--- config.mk ---
export PLATFORM = sky130hd
export DESIGN_NAME = gpt_timer_top
export DESIGN_NICKNAME = d
export VERILOG_FILES = /design/src/core/gpt_pkg.sv /design/src/core/gpt_sync.sv /design/src/core/gpt_timer_top.sv
export SDC_FILE = /design/constraint.sdc
export NUM_CORES = 1
export LEC_CHECK = 0
export BUFFER_PORTS_ARGS = -buffer_cell sky130_fd_sc_hd__buf_2
export CELL_PAD_IN_SITES_DETAIL_PLACEMENT = 0
export CELL_PAD_IN_SITES_GLOBAL_PLACEMENT = 1
export CORE_MARGIN = 2
export CORE_UTILIZATION = 25
export DETAILED_ROUTE_END_ITERATION = 16
export PLACE_DENSITY_LB_ADDON = 0.08
export SYNTH_ARGS = -nofsm -noshare
export SYNTH_HDL_FRONTEND = slang
export SYNTH_HIERARCHICAL = 1
export SYNTH_SLANG_ARGS = --single-unit
--- constraint.sdc ---
create_clock -name clock_in -period 5.1 [get_ports clock_in]
set_input_delay 0.765 -clock clock_in [delete_from_list [all_inputs] [get_ports clock_in]]
set_output_delay 0.765 -clock clock_in [all_outputs]
set_load 0.05 [all_outputs]
--- src/core/gpt_pkg.sv ---
/*
 * Constants, register map and mode encodings of the dual-module timer block.
 * Assumes a 100 MHz system clock and a 32-bit Avalon-MM register bus.
 */
`default_nettype none
package gpt_pkg;
    // ************************************************
    // Timer indexes: first module 0..2, second 3..4
    // ************************************************
    localparam int NUM_TIMERS = 5;
    localparam int IDX_AUX_A = 0;
    localparam int IDX_CORE = 1;
    localparam int IDX_AUX_B = 2;
    localparam int IDX_SEC_AUX = 3;
    localparam int IDX_SEC_CORE = 4;
    localparam int TIMER_WIDTH = 16;
    // ************************************************
    // Byte offsets on the bus
    // ************************************************
    localparam logic [7:0] OFS_CTRL0 = 8'h00;
    localparam logic [7:0] OFS_CNT0 = 8'h20;
    localparam logic [7:0] OFS_CAPTURE_RELOAD_REGISTER = 8'h40;
    localparam logic [7:0] OFS_FLAGS = 8'h44;
    // ************************************************
    // Control word fields
    // ************************************************
    localparam int CTL_MODE_LSB = 0;
    localparam int CTL_RUN = 2;
    localparam int CTL_DIR_DOWN = 3;
    localparam int CTL_DIR_EXT = 4;
    localparam int CTL_PRE_LSB = 5;
    localparam int CTL_EDGE_RISE = 8;
    localparam int CTL_EDGE_FALL = 9;
    localparam int CTL_GATE_HIGH = 10;
    localparam int CTL_OUT_EN = 11;
    localparam int CTL_CAP_EN = 11;
    localparam int CTL_FUNC_LSB = 12;
    localparam int CTL_LATCH_SRC = 14;
    localparam int CTL_OPTION = 15;
    // ************************************************
    // Flags word fields
    // ************************************************
    localparam int FLG_CAPTURE = 5;
    localparam int FLG_LATCH1 = 6;
    localparam int FLG_LATCH2 = 7;
    // ************************************************
    // Pin vector layout and timing
    // ************************************************
    localparam int NUM_PINS = 11;
    localparam int PIN_DIR0 = 5;
    localparam int PIN_CAPTURE_INPUT_PIN = 10;
    localparam int FIRST_BASE_SHIFT = 2;
    localparam int SECOND_BASE_SHIFT = 1;
    localparam logic [15:0] CTRL_RESET = 16'h0000;
    localparam logic [15:0] CNT_RESET = 16'h0000;
    typedef enum logic [1:0] {MODE_TIMER, MODE_GATED, MODE_COUNTER, MODE_QUAD} mode_t;
    typedef enum logic [1:0] {FUNC_COUNT, FUNC_CAPTURE, FUNC_RELOAD, FUNC_SPARE} func_t;
endpackage : gpt_pkg
`default_nettype wire

--- src/core/gpt_sync.sv ---
/*
 * Two flip-flop synchroniser for a vector of pin inputs.
 * Assumes each bit is an independent level from outside the clock domain.
 */
`default_nettype none
module gpt_sync #(
    parameter int WIDTH = 1
) (
    // Clock and reset
    input wire logic clock_in,
    input wire logic rstn_in,
    // Levels
    input wire logic [WIDTH-1:0] async_in,
    output logic [WIDTH-1:0] sync_out
);
    typedef struct packed {
        logic [WIDTH-1:0] stage1;
        logic [WIDTH-1:0] stage2;
    } sync_state_t;

    sync_state_t s;
    sync_state_t next_s;

    // Elaboration-time refusal of an empty vector
    if (WIDTH < 1)
    begin : g_width_check
        $error("gpt_sync: WIDTH must be at least 1");
    end

    always_comb
    begin
        next_s.stage1 = async_in;
        next_s.stage2 = s.stage1;
    end

    always_ff @(posedge clock_in or negedge rstn_in)
    begin
        if (!rstn_in)
        begin
            s <= '0;
        end
        else
        begin
            s <= next_s;
        end
    end

    assign sync_out = s.stage2;
endmodule : gpt_sync
`default_nettype wire

--- src/core/gpt_timer_top.sv ---
/*
 * Dual-module general purpose timer/counter with an Avalon-MM register slave.
 * Assumes pins are asynchronous, one 100 MHz clock and an asynchronous low reset.
 */
// The register offsets and the Avalon-MM interface to the registers were chosen for this implementation.
// Functional notes
// - Five 16-bit up/down timers: three in module one, two plus capture register.
// - Timers chain only within their own module.
// - Module one timers choose timer, gated, counter or quadrature mode.
// - Timer mode counts prescaled system clock ticks.
// - Counter mode counts selected edges on the timer input pin.
// - Gated mode counts ticks only while the pin is at gate level.
// - Module one finest count period is 4 clock cycles.
// - Direction from a software bit, optionally flipped by a direction pin.
// - Quadrature mode takes count and direction from two phase inputs.
// - Core toggle latch flips on each wrap and can drive a pin.
// - Core toggle latch can clock either auxiliary timer.
// - Auxiliary timer used as capture or reload register does not count.
// - Capture auxiliary latches core value on a selected pin edge.
// - Reload auxiliary loads core on pin edge or latch transition.
// - Two reloads on opposite latch edges yield continuous PWM.
// - Module two finest count period is 2 clock cycles.
// - Module two timers use prescaled clock or external inputs.
// - Second core latch flips on wrap, clocks other timer, drives pin.
// - Second core wraps feed the compare unit and may reload from capture.
// - Capture pin edge latches second aux value, optionally clearing it.
// - Capture may instead trigger on core count or direction pin edges.
`default_nettype none
module gpt_timer_top
    import gpt_pkg::*;
(
    // Clock and reset
    input wire logic clock_in,
    input wire logic rstn_in,
    // Avalon-MM slave
    input wire logic [7:0] avs_address_in,
    input wire logic avs_read_in,
    input wire logic avs_write_in,
    input wire logic [31:0] avs_writedata_in,
    input wire logic [3:0] avs_byteenable_in,
    output logic [31:0] avs_readdata_out,
    output logic avs_waitrequest_out,
    // Timer pins
    input wire logic [4:0] timer_gate_count_input_in,
    input wire logic [4:0] timer_direction_input_in,
    input wire logic capture_input_pin_in,
    // Outputs
    output logic core_toggle_output_pin_out,
    output logic second_core_toggle_output_pin_out,
    output logic compare_unit_count_clock_out,
    output logic [5:0] request_flags_out
);
    // ************************************************
    // State
    // ************************************************
    typedef struct packed {
        logic [NUM_TIMERS-1:0][15:0] ctrl;
        logic [NUM_TIMERS-1:0][TIMER_WIDTH-1:0] cnt;
        logic [TIMER_WIDTH-1:0] capreg;
        logic [5:0] flags;
        logic latch1;
        logic latch2;
        logic [15:0] div;
        logic [NUM_PINS-1:0] prev_pins;
        logic waitreq;
        logic [31:0] rdata;
        logic out1;
        logic out2;
        logic ovf_pulse;
    } top_state_t;

    top_state_t s;
    top_state_t next_s;
    logic [NUM_PINS-1:0] pins;

    // ************************************************
    // Helpers
    // ************************************************
    function automatic logic prescale_tick(logic [15:0] div, logic [2:0] pre, int base);
        logic [15:0] mask;
        mask = (16'h0001 << (int'(pre) + base)) - 16'h0001;
        return (div & mask) == mask;
    endfunction : prescale_tick

    // Returns {wrap, value} after one step up or down
    function automatic logic [16:0] step_count(logic [15:0] cnt, logic up);
        if (up)
        begin
            return {cnt == 16'hFFFF, cnt + 16'h0001};
        end
        return {cnt == 16'h0000, cnt - 16'h0001};
    endfunction : step_count

    // Returns {enable, up} for one timer
    function automatic logic [1:0] count_event(logic [15:0] ctl, logic tick, logic in_lvl,
                                                logic in_rise, logic in_fall, logic dir_lvl,
                                                logic dir_rise, logic dir_fall);
        logic up_sw;
        logic edge_hit;
        logic en;
        logic up;
        up_sw = ~ctl[CTL_DIR_DOWN] ^ (ctl[CTL_DIR_EXT] & dir_lvl);
        edge_hit = (ctl[CTL_EDGE_RISE] & in_rise) | (ctl[CTL_EDGE_FALL] & in_fall);
        up = up_sw;
        unique case (mode_t'(ctl[CTL_MODE_LSB +: 2]))
            MODE_TIMER: en = tick;
            MODE_GATED: en = tick & (in_lvl == ctl[CTL_GATE_HIGH]);
            MODE_COUNTER: en = edge_hit;
            MODE_QUAD:
            begin
                // Phase A edge counts up when levels differ, phase B when equal
                en = in_rise | in_fall | dir_rise | dir_fall;
                up = (in_rise | in_fall) ? (in_lvl != dir_lvl) : (in_lvl == dir_lvl);
            end
        endcase
        return {en & ctl[CTL_RUN], up};
    endfunction : count_event

    function automatic logic [15:0] merge_bytes(logic [15:0] old, logic [31:0] wd,
                                                logic [3:0] be);
        return {be[1] ? wd[15:8] : old[15:8], be[0] ? wd[7:0] : old[7:0]};
    endfunction : merge_bytes

    // ************************************************
    // Pin synchronisers
    // ************************************************
    gpt_sync #(
        .WIDTH(NUM_PINS)
    ) u_sync (
        .clock_in(clock_in),
        .rstn_in(rstn_in),
        .async_in({capture_input_pin_in, timer_direction_input_in, timer_gate_count_input_in}),
        .sync_out(pins)
    );

    // ************************************************
    // Next state
    // ************************************************
    always_comb
    begin
        logic [NUM_PINS-1:0] rise;
        logic [NUM_PINS-1:0] fall;
        logic [1:0] ev;
        logic [16:0] st;
        logic [5:0] set_flags;
        logic [5:0] clr_flags;
        logic tick1;
        logic tick2;
        logic wrap1;
        logic wrap2;
        logic lrise;
        logic lfall;
        logic trig;
        logic [5:0] word;
        logic access;
        logic [15:0] c;
        next_s = s;
        rise = pins & ~s.prev_pins;
        fall = ~pins & s.prev_pins;
        set_flags = 6'h00;
        clr_flags = 6'h00;
        trig = 1'b0;
        ev = 2'h0;
        st = 17'h00000;
        c = 16'h0000;
        next_s.prev_pins = pins;
        next_s.div = s.div + 16'h0001;
        next_s.ovf_pulse = 1'b0;

        // First module core timer
        c = s.ctrl[IDX_CORE];
        tick1 = prescale_tick(s.div, c[CTL_PRE_LSB +: 3], FIRST_BASE_SHIFT);
        ev = count_event(c, tick1, pins[IDX_CORE], rise[IDX_CORE], fall[IDX_CORE],
                         pins[PIN_DIR0+IDX_CORE], rise[PIN_DIR0+IDX_CORE],
                         fall[PIN_DIR0+IDX_CORE]);
        st = step_count(s.cnt[IDX_CORE], ev[0]);
        wrap1 = ev[1] & st[16];
        if (ev[1])
        begin
            next_s.cnt[IDX_CORE] = st[15:0];
        end
        lrise = wrap1 & ~s.latch1;
        lfall = wrap1 & s.latch1;
        if (wrap1)
        begin
            next_s.latch1 = ~s.latch1;
            set_flags[IDX_CORE] = 1'b1;
        end

        // Auxiliary timers of the first module
        for (int i = 0; i <= IDX_AUX_B; i += 2)
        begin
            c = s.ctrl[i];
            unique case (func_t'(c[CTL_FUNC_LSB +: 2]))
                FUNC_CAPTURE:
                begin
                    // Stopped while capturing
                    if ((c[CTL_EDGE_RISE] & rise[i]) | (c[CTL_EDGE_FALL] & fall[i]))
                    begin
                        next_s.cnt[i] = s.cnt[IDX_CORE];
                        set_flags[i] = 1'b1;
                    end
                end
                FUNC_RELOAD:
                begin
                    if (c[CTL_OPTION])
                    begin
                        trig = (c[CTL_EDGE_RISE] & lrise) | (c[CTL_EDGE_FALL] & lfall);
                    end
                    else
                    begin
                        trig = (c[CTL_EDGE_RISE] & rise[i]) | (c[CTL_EDGE_FALL] & fall[i]);
                    end
                    // Reload beats the count step; the later aux wins a tie
                    if (trig)
                    begin
                        next_s.cnt[IDX_CORE] = s.cnt[i];
                    end
                end
                default:
                begin
                    if (c[CTL_LATCH_SRC])
                    begin
                        ev = {c[CTL_RUN] & wrap1, ~c[CTL_DIR_DOWN]};
                    end
                    else
                    begin
                        ev = count_event(c, tick1, pins[i], rise[i], fall[i], pins[PIN_DIR0+i],
                                         rise[PIN_DIR0+i], fall[PIN_DIR0+i]);
                    end
                    st = step_count(s.cnt[i], ev[0]);
                    if (ev[1])
                    begin
                        next_s.cnt[i] = st[15:0];
                        set_flags[i] = st[16];
                    end
                end
            endcase
        end

        // Second module core timer
        c = s.ctrl[IDX_SEC_CORE];
        tick2 = prescale_tick(s.div, c[CTL_PRE_LSB +: 3], SECOND_BASE_SHIFT);
        ev = count_event(c, tick2, pins[IDX_SEC_CORE], rise[IDX_SEC_CORE], fall[IDX_SEC_CORE],
                         pins[PIN_DIR0+IDX_SEC_CORE], rise[PIN_DIR0+IDX_SEC_CORE],
                         fall[PIN_DIR0+IDX_SEC_CORE]);
        st = step_count(s.cnt[IDX_SEC_CORE], ev[0]);
        wrap2 = ev[1] & st[16];
        if (ev[1])
        begin
            next_s.cnt[IDX_SEC_CORE] = (wrap2 & c[CTL_OPTION]) ? s.capreg : st[15:0];
        end
        if (wrap2)
        begin
            next_s.latch2 = ~s.latch2;
            next_s.ovf_pulse = 1'b1;
            set_flags[IDX_SEC_CORE] = 1'b1;
        end

        // Second module auxiliary timer and capture register
        c = s.ctrl[IDX_SEC_AUX];
        if (c[CTL_LATCH_SRC])
        begin
            ev = {c[CTL_RUN] & wrap2, ~c[CTL_DIR_DOWN]};
        end
        else
        begin
            ev = count_event(c, tick2, pins[IDX_SEC_AUX], rise[IDX_SEC_AUX], fall[IDX_SEC_AUX],
                             pins[PIN_DIR0+IDX_SEC_AUX], rise[PIN_DIR0+IDX_SEC_AUX],
                             fall[PIN_DIR0+IDX_SEC_AUX]);
        end
        st = step_count(s.cnt[IDX_SEC_AUX], ev[0]);
        if (ev[1])
        begin
            next_s.cnt[IDX_SEC_AUX] = st[15:0];
            set_flags[IDX_SEC_AUX] = st[16];
        end
        unique case (c[CTL_FUNC_LSB +: 2])
            2'h0: trig = (c[CTL_EDGE_RISE] & rise[PIN_CAPTURE_INPUT_PIN]) | (c[CTL_EDGE_FALL] & fall[PIN_CAPTURE_INPUT_PIN]);
            2'h1: trig = rise[IDX_CORE] | fall[IDX_CORE];
            2'h2: trig = rise[PIN_DIR0+IDX_CORE] | fall[PIN_DIR0+IDX_CORE];
            2'h3: trig = rise[IDX_CORE] | fall[IDX_CORE] | rise[PIN_DIR0+IDX_CORE]
                         | fall[PIN_DIR0+IDX_CORE];
        endcase
        if (trig & c[CTL_CAP_EN])
        begin
            next_s.capreg = s.cnt[IDX_SEC_AUX];
            set_flags[FLG_CAPTURE] = 1'b1;
            if (c[CTL_OPTION])
            begin
                next_s.cnt[IDX_SEC_AUX] = CNT_RESET;
            end
        end

        // ************************************************
        // Bus slave: one wait cycle, then the access takes effect
        // ************************************************
        word = avs_address_in[7:2];
        access = avs_read_in | avs_write_in;
        next_s.waitreq = 1'b1;
        if (access & s.waitreq)
        begin
            next_s.waitreq = 1'b0;
        end
        // Read data only moves on a read, so it holds across writes
        if (avs_read_in & s.waitreq)
        begin
            next_s.rdata = 32'h0000_0000;
            if (word < 6'(NUM_TIMERS))
            begin
                next_s.rdata = {16'h0000, s.ctrl[word[2:0]]};
            end
            else if (word >= OFS_CNT0[7:2] && word < OFS_CNT0[7:2] + 6'(NUM_TIMERS))
            begin
                next_s.rdata = {16'h0000, s.cnt[3'(word - OFS_CNT0[7:2])]};
            end
            else if (word == OFS_CAPTURE_RELOAD_REGISTER[7:2])
            begin
                next_s.rdata = {16'h0000, s.capreg};
            end
            else if (word == OFS_FLAGS[7:2])
            begin
                next_s.rdata = {24'h000000, s.latch2, s.latch1, s.flags};
            end
        end
        else if (avs_write_in & ~s.waitreq)
        begin
            if (word < 6'(NUM_TIMERS))
            begin
                next_s.ctrl[word[2:0]] = merge_bytes(s.ctrl[word[2:0]], avs_writedata_in,
                                                     avs_byteenable_in);
            end
            else if (word >= OFS_CNT0[7:2] && word < OFS_CNT0[7:2] + 6'(NUM_TIMERS))
            begin
                next_s.cnt[3'(word - OFS_CNT0[7:2])] = merge_bytes(
                    s.cnt[3'(word - OFS_CNT0[7:2])], avs_writedata_in, avs_byteenable_in);
            end
            else if (word == OFS_CAPTURE_RELOAD_REGISTER[7:2])
            begin
                next_s.capreg = merge_bytes(s.capreg, avs_writedata_in, avs_byteenable_in);
            end
            else if (word == OFS_FLAGS[7:2] && avs_byteenable_in[0])
            begin
                clr_flags = avs_writedata_in[5:0];
            end
        end
        // A flag raised in the clearing cycle survives
        next_s.flags = (s.flags & ~clr_flags) | set_flags;
        next_s.out1 = next_s.latch1 & s.ctrl[IDX_CORE][CTL_OUT_EN];
        next_s.out2 = next_s.latch2 & s.ctrl[IDX_SEC_CORE][CTL_OUT_EN];
    end

    always_ff @(posedge clock_in or negedge rstn_in)
    begin
        if (!rstn_in)
        begin
            s <= '0;
            s.waitreq <= 1'b1;
        end
        else
        begin
            s <= next_s;
        end
    end

    // ************************************************
    // Outputs
    // ************************************************
    assign avs_readdata_out = s.rdata;
    assign avs_waitrequest_out = s.waitreq;
    assign core_toggle_output_pin_out = s.out1;
    assign second_core_toggle_output_pin_out = s.out2;
    assign compare_unit_count_clock_out = s.ovf_pulse;
    assign request_flags_out = s.flags;
endmodule : gpt_timer_top
`default_nettype wire

After elaboration in Yosys (flattened, before gate mapping)
Index checks and enable logic that the tools add are counted.
{"block": "classes", "n_eq_ne": 48, "n_mux": 109, "n_addsub": 16, "shifts": 2, "bitwise": 93, "order_cmp": 7, "n_reduce_logical": 18}
{"op": "$mux W16", "count": 24}
{"op": "$mux W96", "count": 3}
{"op": "$mux W17", "count": 10}
{"op": "$bwmux W80", "count": 2}
{"op": "$sub A16 B1 Y16 const B", "count": 7}
{"op": "$add A16 B1 Y16 const B", "count": 6}
{"op": "$bmux W16 S3", "count": 2}
{"op": "$demux W16 S3", "count": 2}
{"op": "$eq A16 B16 Y1 const B", "count": 5}
{"op": "$logic_not A16 Y1", "count": 5}
{"op": "$mux W80", "count": 1}
{"op": "$pmux W16 S2", "count": 2}
{"op": "$mux W8", "count": 7}
{"op": "$and A1 B1 Y1", "count": 45}
{"op": "$mux W1", "count": 37}
{"op": "$mux W6", "count": 6}
{"op": "$and A16 B16 Y16", "count": 2}
{"op": "$eq A16 B16 Y1", "count": 2}
{"op": "$shl A1 B4 Y16 const A", "count": 2}
{"op": "$eq A2 B2 Y1 const B", "count": 14}
{"op": "$or A1 B1 Y1", "count": 25}
{"op": "$pmux W1 S4", "count": 6}
{"op": "$and A11 B11 Y11", "count": 2}
{"op": "$not A11 Y11", "count": 2}
{"op": "24 further kinds", "count": 74}
{"block": "totals", "output_inout_bits": 42, "ff_bits": 269, "inputBits": 59, "elab_cells": 317}

Longest topological paths before layout
{"block": "depth", "word_depth": 23, "mapped_depth": 20, "ltp_nobuf": 17}

By module
Netlist, hierarchy kept.
{"module": "gpt_timer_top", "cells_each": 1832, "seq_area_each_um2": 5756.8, "area_per_inst_um2": 17325.4, "n_inst": 1}
{"module": "gpt_sync", "cells_each": 22, "seq_area_each_um2": 550.5, "area_per_inst_um2": 550.5, "n_inst": 1}

Least setup slack after synthesis
No wires, ideal clock.
{"block": "synth_timing", "path_type": "register to register", "start": "register u_sync.s, in the netlist u_sync/sync_out[4]", "end": "register s[166] in the netlist's numbering", "setup_slack_ns": 1.010, "path_buffers": 0, "setup_ns": 0.134, "t_arrival_ns": 3.956, "stages_incl_launch_ff": 14, "path_cell_list": "dfrtp_1 > ha_1 > xnor2_1 > xnor2_1 > o21ai_1 > ha_1 > a21o_1 > a21o_1 > a2111oi_0 > o31ai_1 > o211ai_1 > o21ai_0 > a2111oi_0 > o31ai_1"}
{"element": "start, declared", "line": "gpt_sync.sv:21", "text": "sync_state_t s;"}
{"element": "start signal, assigned", "line": "gpt_sync.sv:44", "text": "s <= next_s;"}
{"element": "end signal, assigned", "line": "gpt_timer_top.sv:362", "text": "s <= next_s;"}
{"element": "end, declared", "line": "gpt_timer_top.sv:72", "text": "top_state_t s;"}

==> flow_metrics.tcl <==
set metrics [dict create \
    stdcell_count 2894 \
    crit_buf_inv 1 \
    synth_seq_area_share_pct 35.3 \
    cts_hold_buf 0 \
    fin_setup_tns_ps 0 \
    htree_num_levels 2 \
    clk_pin_slew_worst_paths_ps 60 \
    swShare_pct 38.8 \
    io_pins 101 \
    cts_buffers 37 \
    timing.rr.start "u_sync/sync_out[1]" \
    fp.dieH_um 271 \
    core-area_um2 71100 \
    cts.sinks 252 \
    grt_util_all_layers_pct 20.0 \
    p_total_mw 8.12 \
    path_cells "ha_1 > xor2_1 > nor2_1 > a31oi_1 > o2bb2ai_2 > inv_1 > ha_1 > a211oi_1 > o21bai_1 > o31a_1 > a311o_1 > and3_1 > o21ai_0 > o21ai_0 > a2111oi_0 > a211o_1" \
    dpl.cell_count 2826 \
    slew_headroom_pct 16.5 \
    synthFlopType "dfrtp_1" \
    syn-instance-count 1854 \
    rsz0062_at_grt "no" \
    most-common-layout-cells "dfrtp_1, nand2_1, nor2_1" \
    critical-path-max-stage-delay_ps 500 \
    dieWidth_um 271 \
    synth_cell_types 93 \
    ir_worst_vdd_mv 0.238 \
    port_buffers 64 \
    syn_avg_cell_area_um2 9.64 \
    initial_utilization_pct 25.1 \
    drv_slew 0 \
    r2r_end "s[114]" \
    fin_crit_sh_pct 86.5 \
    status "finished, final reports clean" \
    final_hold_viol_count 0 \
    max_freq_mhz 227 \
    crit_required_ps 5580 \
    dieArea_um2 73700 \
    routed_via_density 5.27 \
    critPathCaptureType "flop" \
    yosys_warnings 6 \
    fin_crit_ps 4410 \
    leakagePower_nw 9.19 \
    root_buffer "clkbuf_16" \
    cp-start-kind "flop" \
    drc_errors 0 \
    wl_mm 74.3 \
    whs_ps 183 \
    hpwl_mm 55.5 \
    power_switching_mw 3.15 \
    pre_cts_ws_ps 671 \
    slowest_stage "a2111oi_0" \
    first_global_vias 14979 \
    tightest_slew_ps 1240 \
    path_max_fanout 6 \
    dr.pass1.iters 5 \
    routabilityCongestion 0.839 \
    p_clk_share_pct 33.7 \
    drv_cap 0 \
    area_growth_pct 15.4 \
    final_common_cell "dfrtp_1" \
    via_count 15265 \
    rows 98 \
    antenna_found_initial 0 \
    post_route_cells_drive_above_1_share_pct 18.2 \
    seqPwrFrac_pct 35.3 \
    async_flop_share_pct 100 \
    critPathKind "flop to flop" \
    ant_nets 0 \
    ys_seq_elements 252 \
    p_int_mw 4.97 \
    clk_latency_ps 570 \
    critical_path.top_delay_family "compound AO/OA/AOI/OAI gates" \
    cp.arrival_ps 4890 \
    post_cts_buffers 0 \
    final.setup_skew_ps 35.5 \
    worstRegToRegCells 16 \
    p_comb_share_pct 31.0 \
    syn_area_um2 17900 \
    cts_buffer_depth 3 \
    drt_iter0_drc 1309 \
    synth_edf_count 0 \
    worst_slack_ps 691 \
    grt_max_degree 101 \
    cts-resized-gates 0 \
    power_density_nw_per_um2 394 \
    nNetsFinal 2075 \
    overflow 0 \
    fillers 7550 \
    setup-violations-final 0 \
    reg2reg_slack_ps 690 \
    antennaDiodeCount 0 \
    cts_tree "built" \
    hp-class "primary input to asynchronous set/reset pin" \
    wl_per_cell_um 25.7 \
    grt_pass1_wl_mm 109 \
]
-- routing by layer --
metal | vias up | GRT usage, % | share of wire [%] | wire length (µm)
met4 | 0 | 6.56 | 3.3 | 2430
met2 | 345 | 31.4 | 45 | 33600
li1 | 7078 | - | - | -
met3 | 92 | 1.99 | 3.5 | 2570
met5 | - | 0 | 0 | 0
met1 | 7750 | 28.8 | 48 | 35600
-- power groups by stage --
stage	combinational [mW]	sequential, mW	clock [mW]
6_report	2.52	2.87	2.74
5_1_grt	2.78	2.91	2.89
4_1_cts	2.53	2.86	2.82
3_5_place_dp	2.51	2.89	0
3_3_place_gp	2.49	2.89	0
2_1_floorplan	1.73	2.58	0
-- cells by family (layout without fill, tap and decap cells) --
group,count (synthesis),count (layout),synth area share [%]
AO/OA/AOI/OAI,531,531,20.7
XOR/XNOR,89,89,4.36
adder cells (fa/ha/maj),101,101,7.28
buffers and inverters,186,261,5.02
flip-flops,252,252,35.3
multiplexers,190,190,13.5
other,2,17,0.0420
AND/OR/NAND/NOR,503,503,13.9
-- flip-flops by register name (all words and copies together), names as in the netlist --
register                           flops
avs_readdata_out                      16
second_core_toggle_output_pin_out      1
request_flags_out                      6
u_sync/sync_out                       11
core_toggle_output_pin_out             1
u_sync/next_s                         11
compare_unit_count_clock_out           1
s                                    204
avs_waitrequest_out                    1
-- worst max-delay path by stage --
stage | from | endpoint | slack, ps | cells past startpoint
after floorplan | u_sync/sync_out[4] | s[166] | 1010 | 13
after global placement | u_sync/sync_out[1] | s[118] | 670 | 16
after global routing | u_sync/sync_out[4] | s[166] | 360 | 14
after detailed placement | u_sync/sync_out[1] | s[118] | 670 | 16
final | u_sync/sync_out[1] | s[114] | 690 | 16
after CTS | u_sync/sync_out[1] | s[114] | 610 | 16
-- synthesized netlist by cell type, drive strengths merged, types with 30 or more instances --
master / instances / area [µm²]
dfrtp: 251 / 6280
a211oi: 37 / 278
a22o: 33 / 289
mux4: 30 / 676
clkbuf: 63 / 236
mux2: 103 / 1160
xnor2: 54 / 473
mux2i: 57 / 571
a21oi: 110 / 566
o21ai: 95 / 479
ha: 96 / 1200
nand2: 157 / 592
nand3: 33 / 170
nor2: 112 / 420
nor4: 31 / 194
buf: 63 / 435
xor2: 35 / 307
inv: 60 / 225
-- worst reg2reg max path: cells and delay by family (launching register included) --
kind            cells  cell delay (ps)
xor+xnor            1              160
fa+ha+maj           2              700
buf+inv             1              240
compound gates     10             2460
flops               1              450
simple gates        2              310
-- through the flow --
step	util, %	cell area [µm²]
4_1_cts	29.0	20600
6_report	29.0	20600
2_1_floorplan	-	17900
5_1_grt	29.0	20600
3_3_place_gp	27.2	19300
3_5_place_dp	27.2	19300
-- cell type report --
| class | instances | area (µm²) | share of cell area (%) |
|---|---|---|---|
| Sequential cell | 252 | 6310 | 30.6 |
| Timing Repair Buffer | 133 | 873 | 4.24 |
| Clock inverter | 14 | 225 | 1.09 |
| Multi-Input combinational cell | 1431 | 10700 | 52.1 |
| Tap cell | 950 | 1190 | 5.76 |
| Inverter | 60 | 225 | 1.09 |
| Clock buffer | 54 | 1060 | 5.14 |
(Power assumes the default switching activity.)
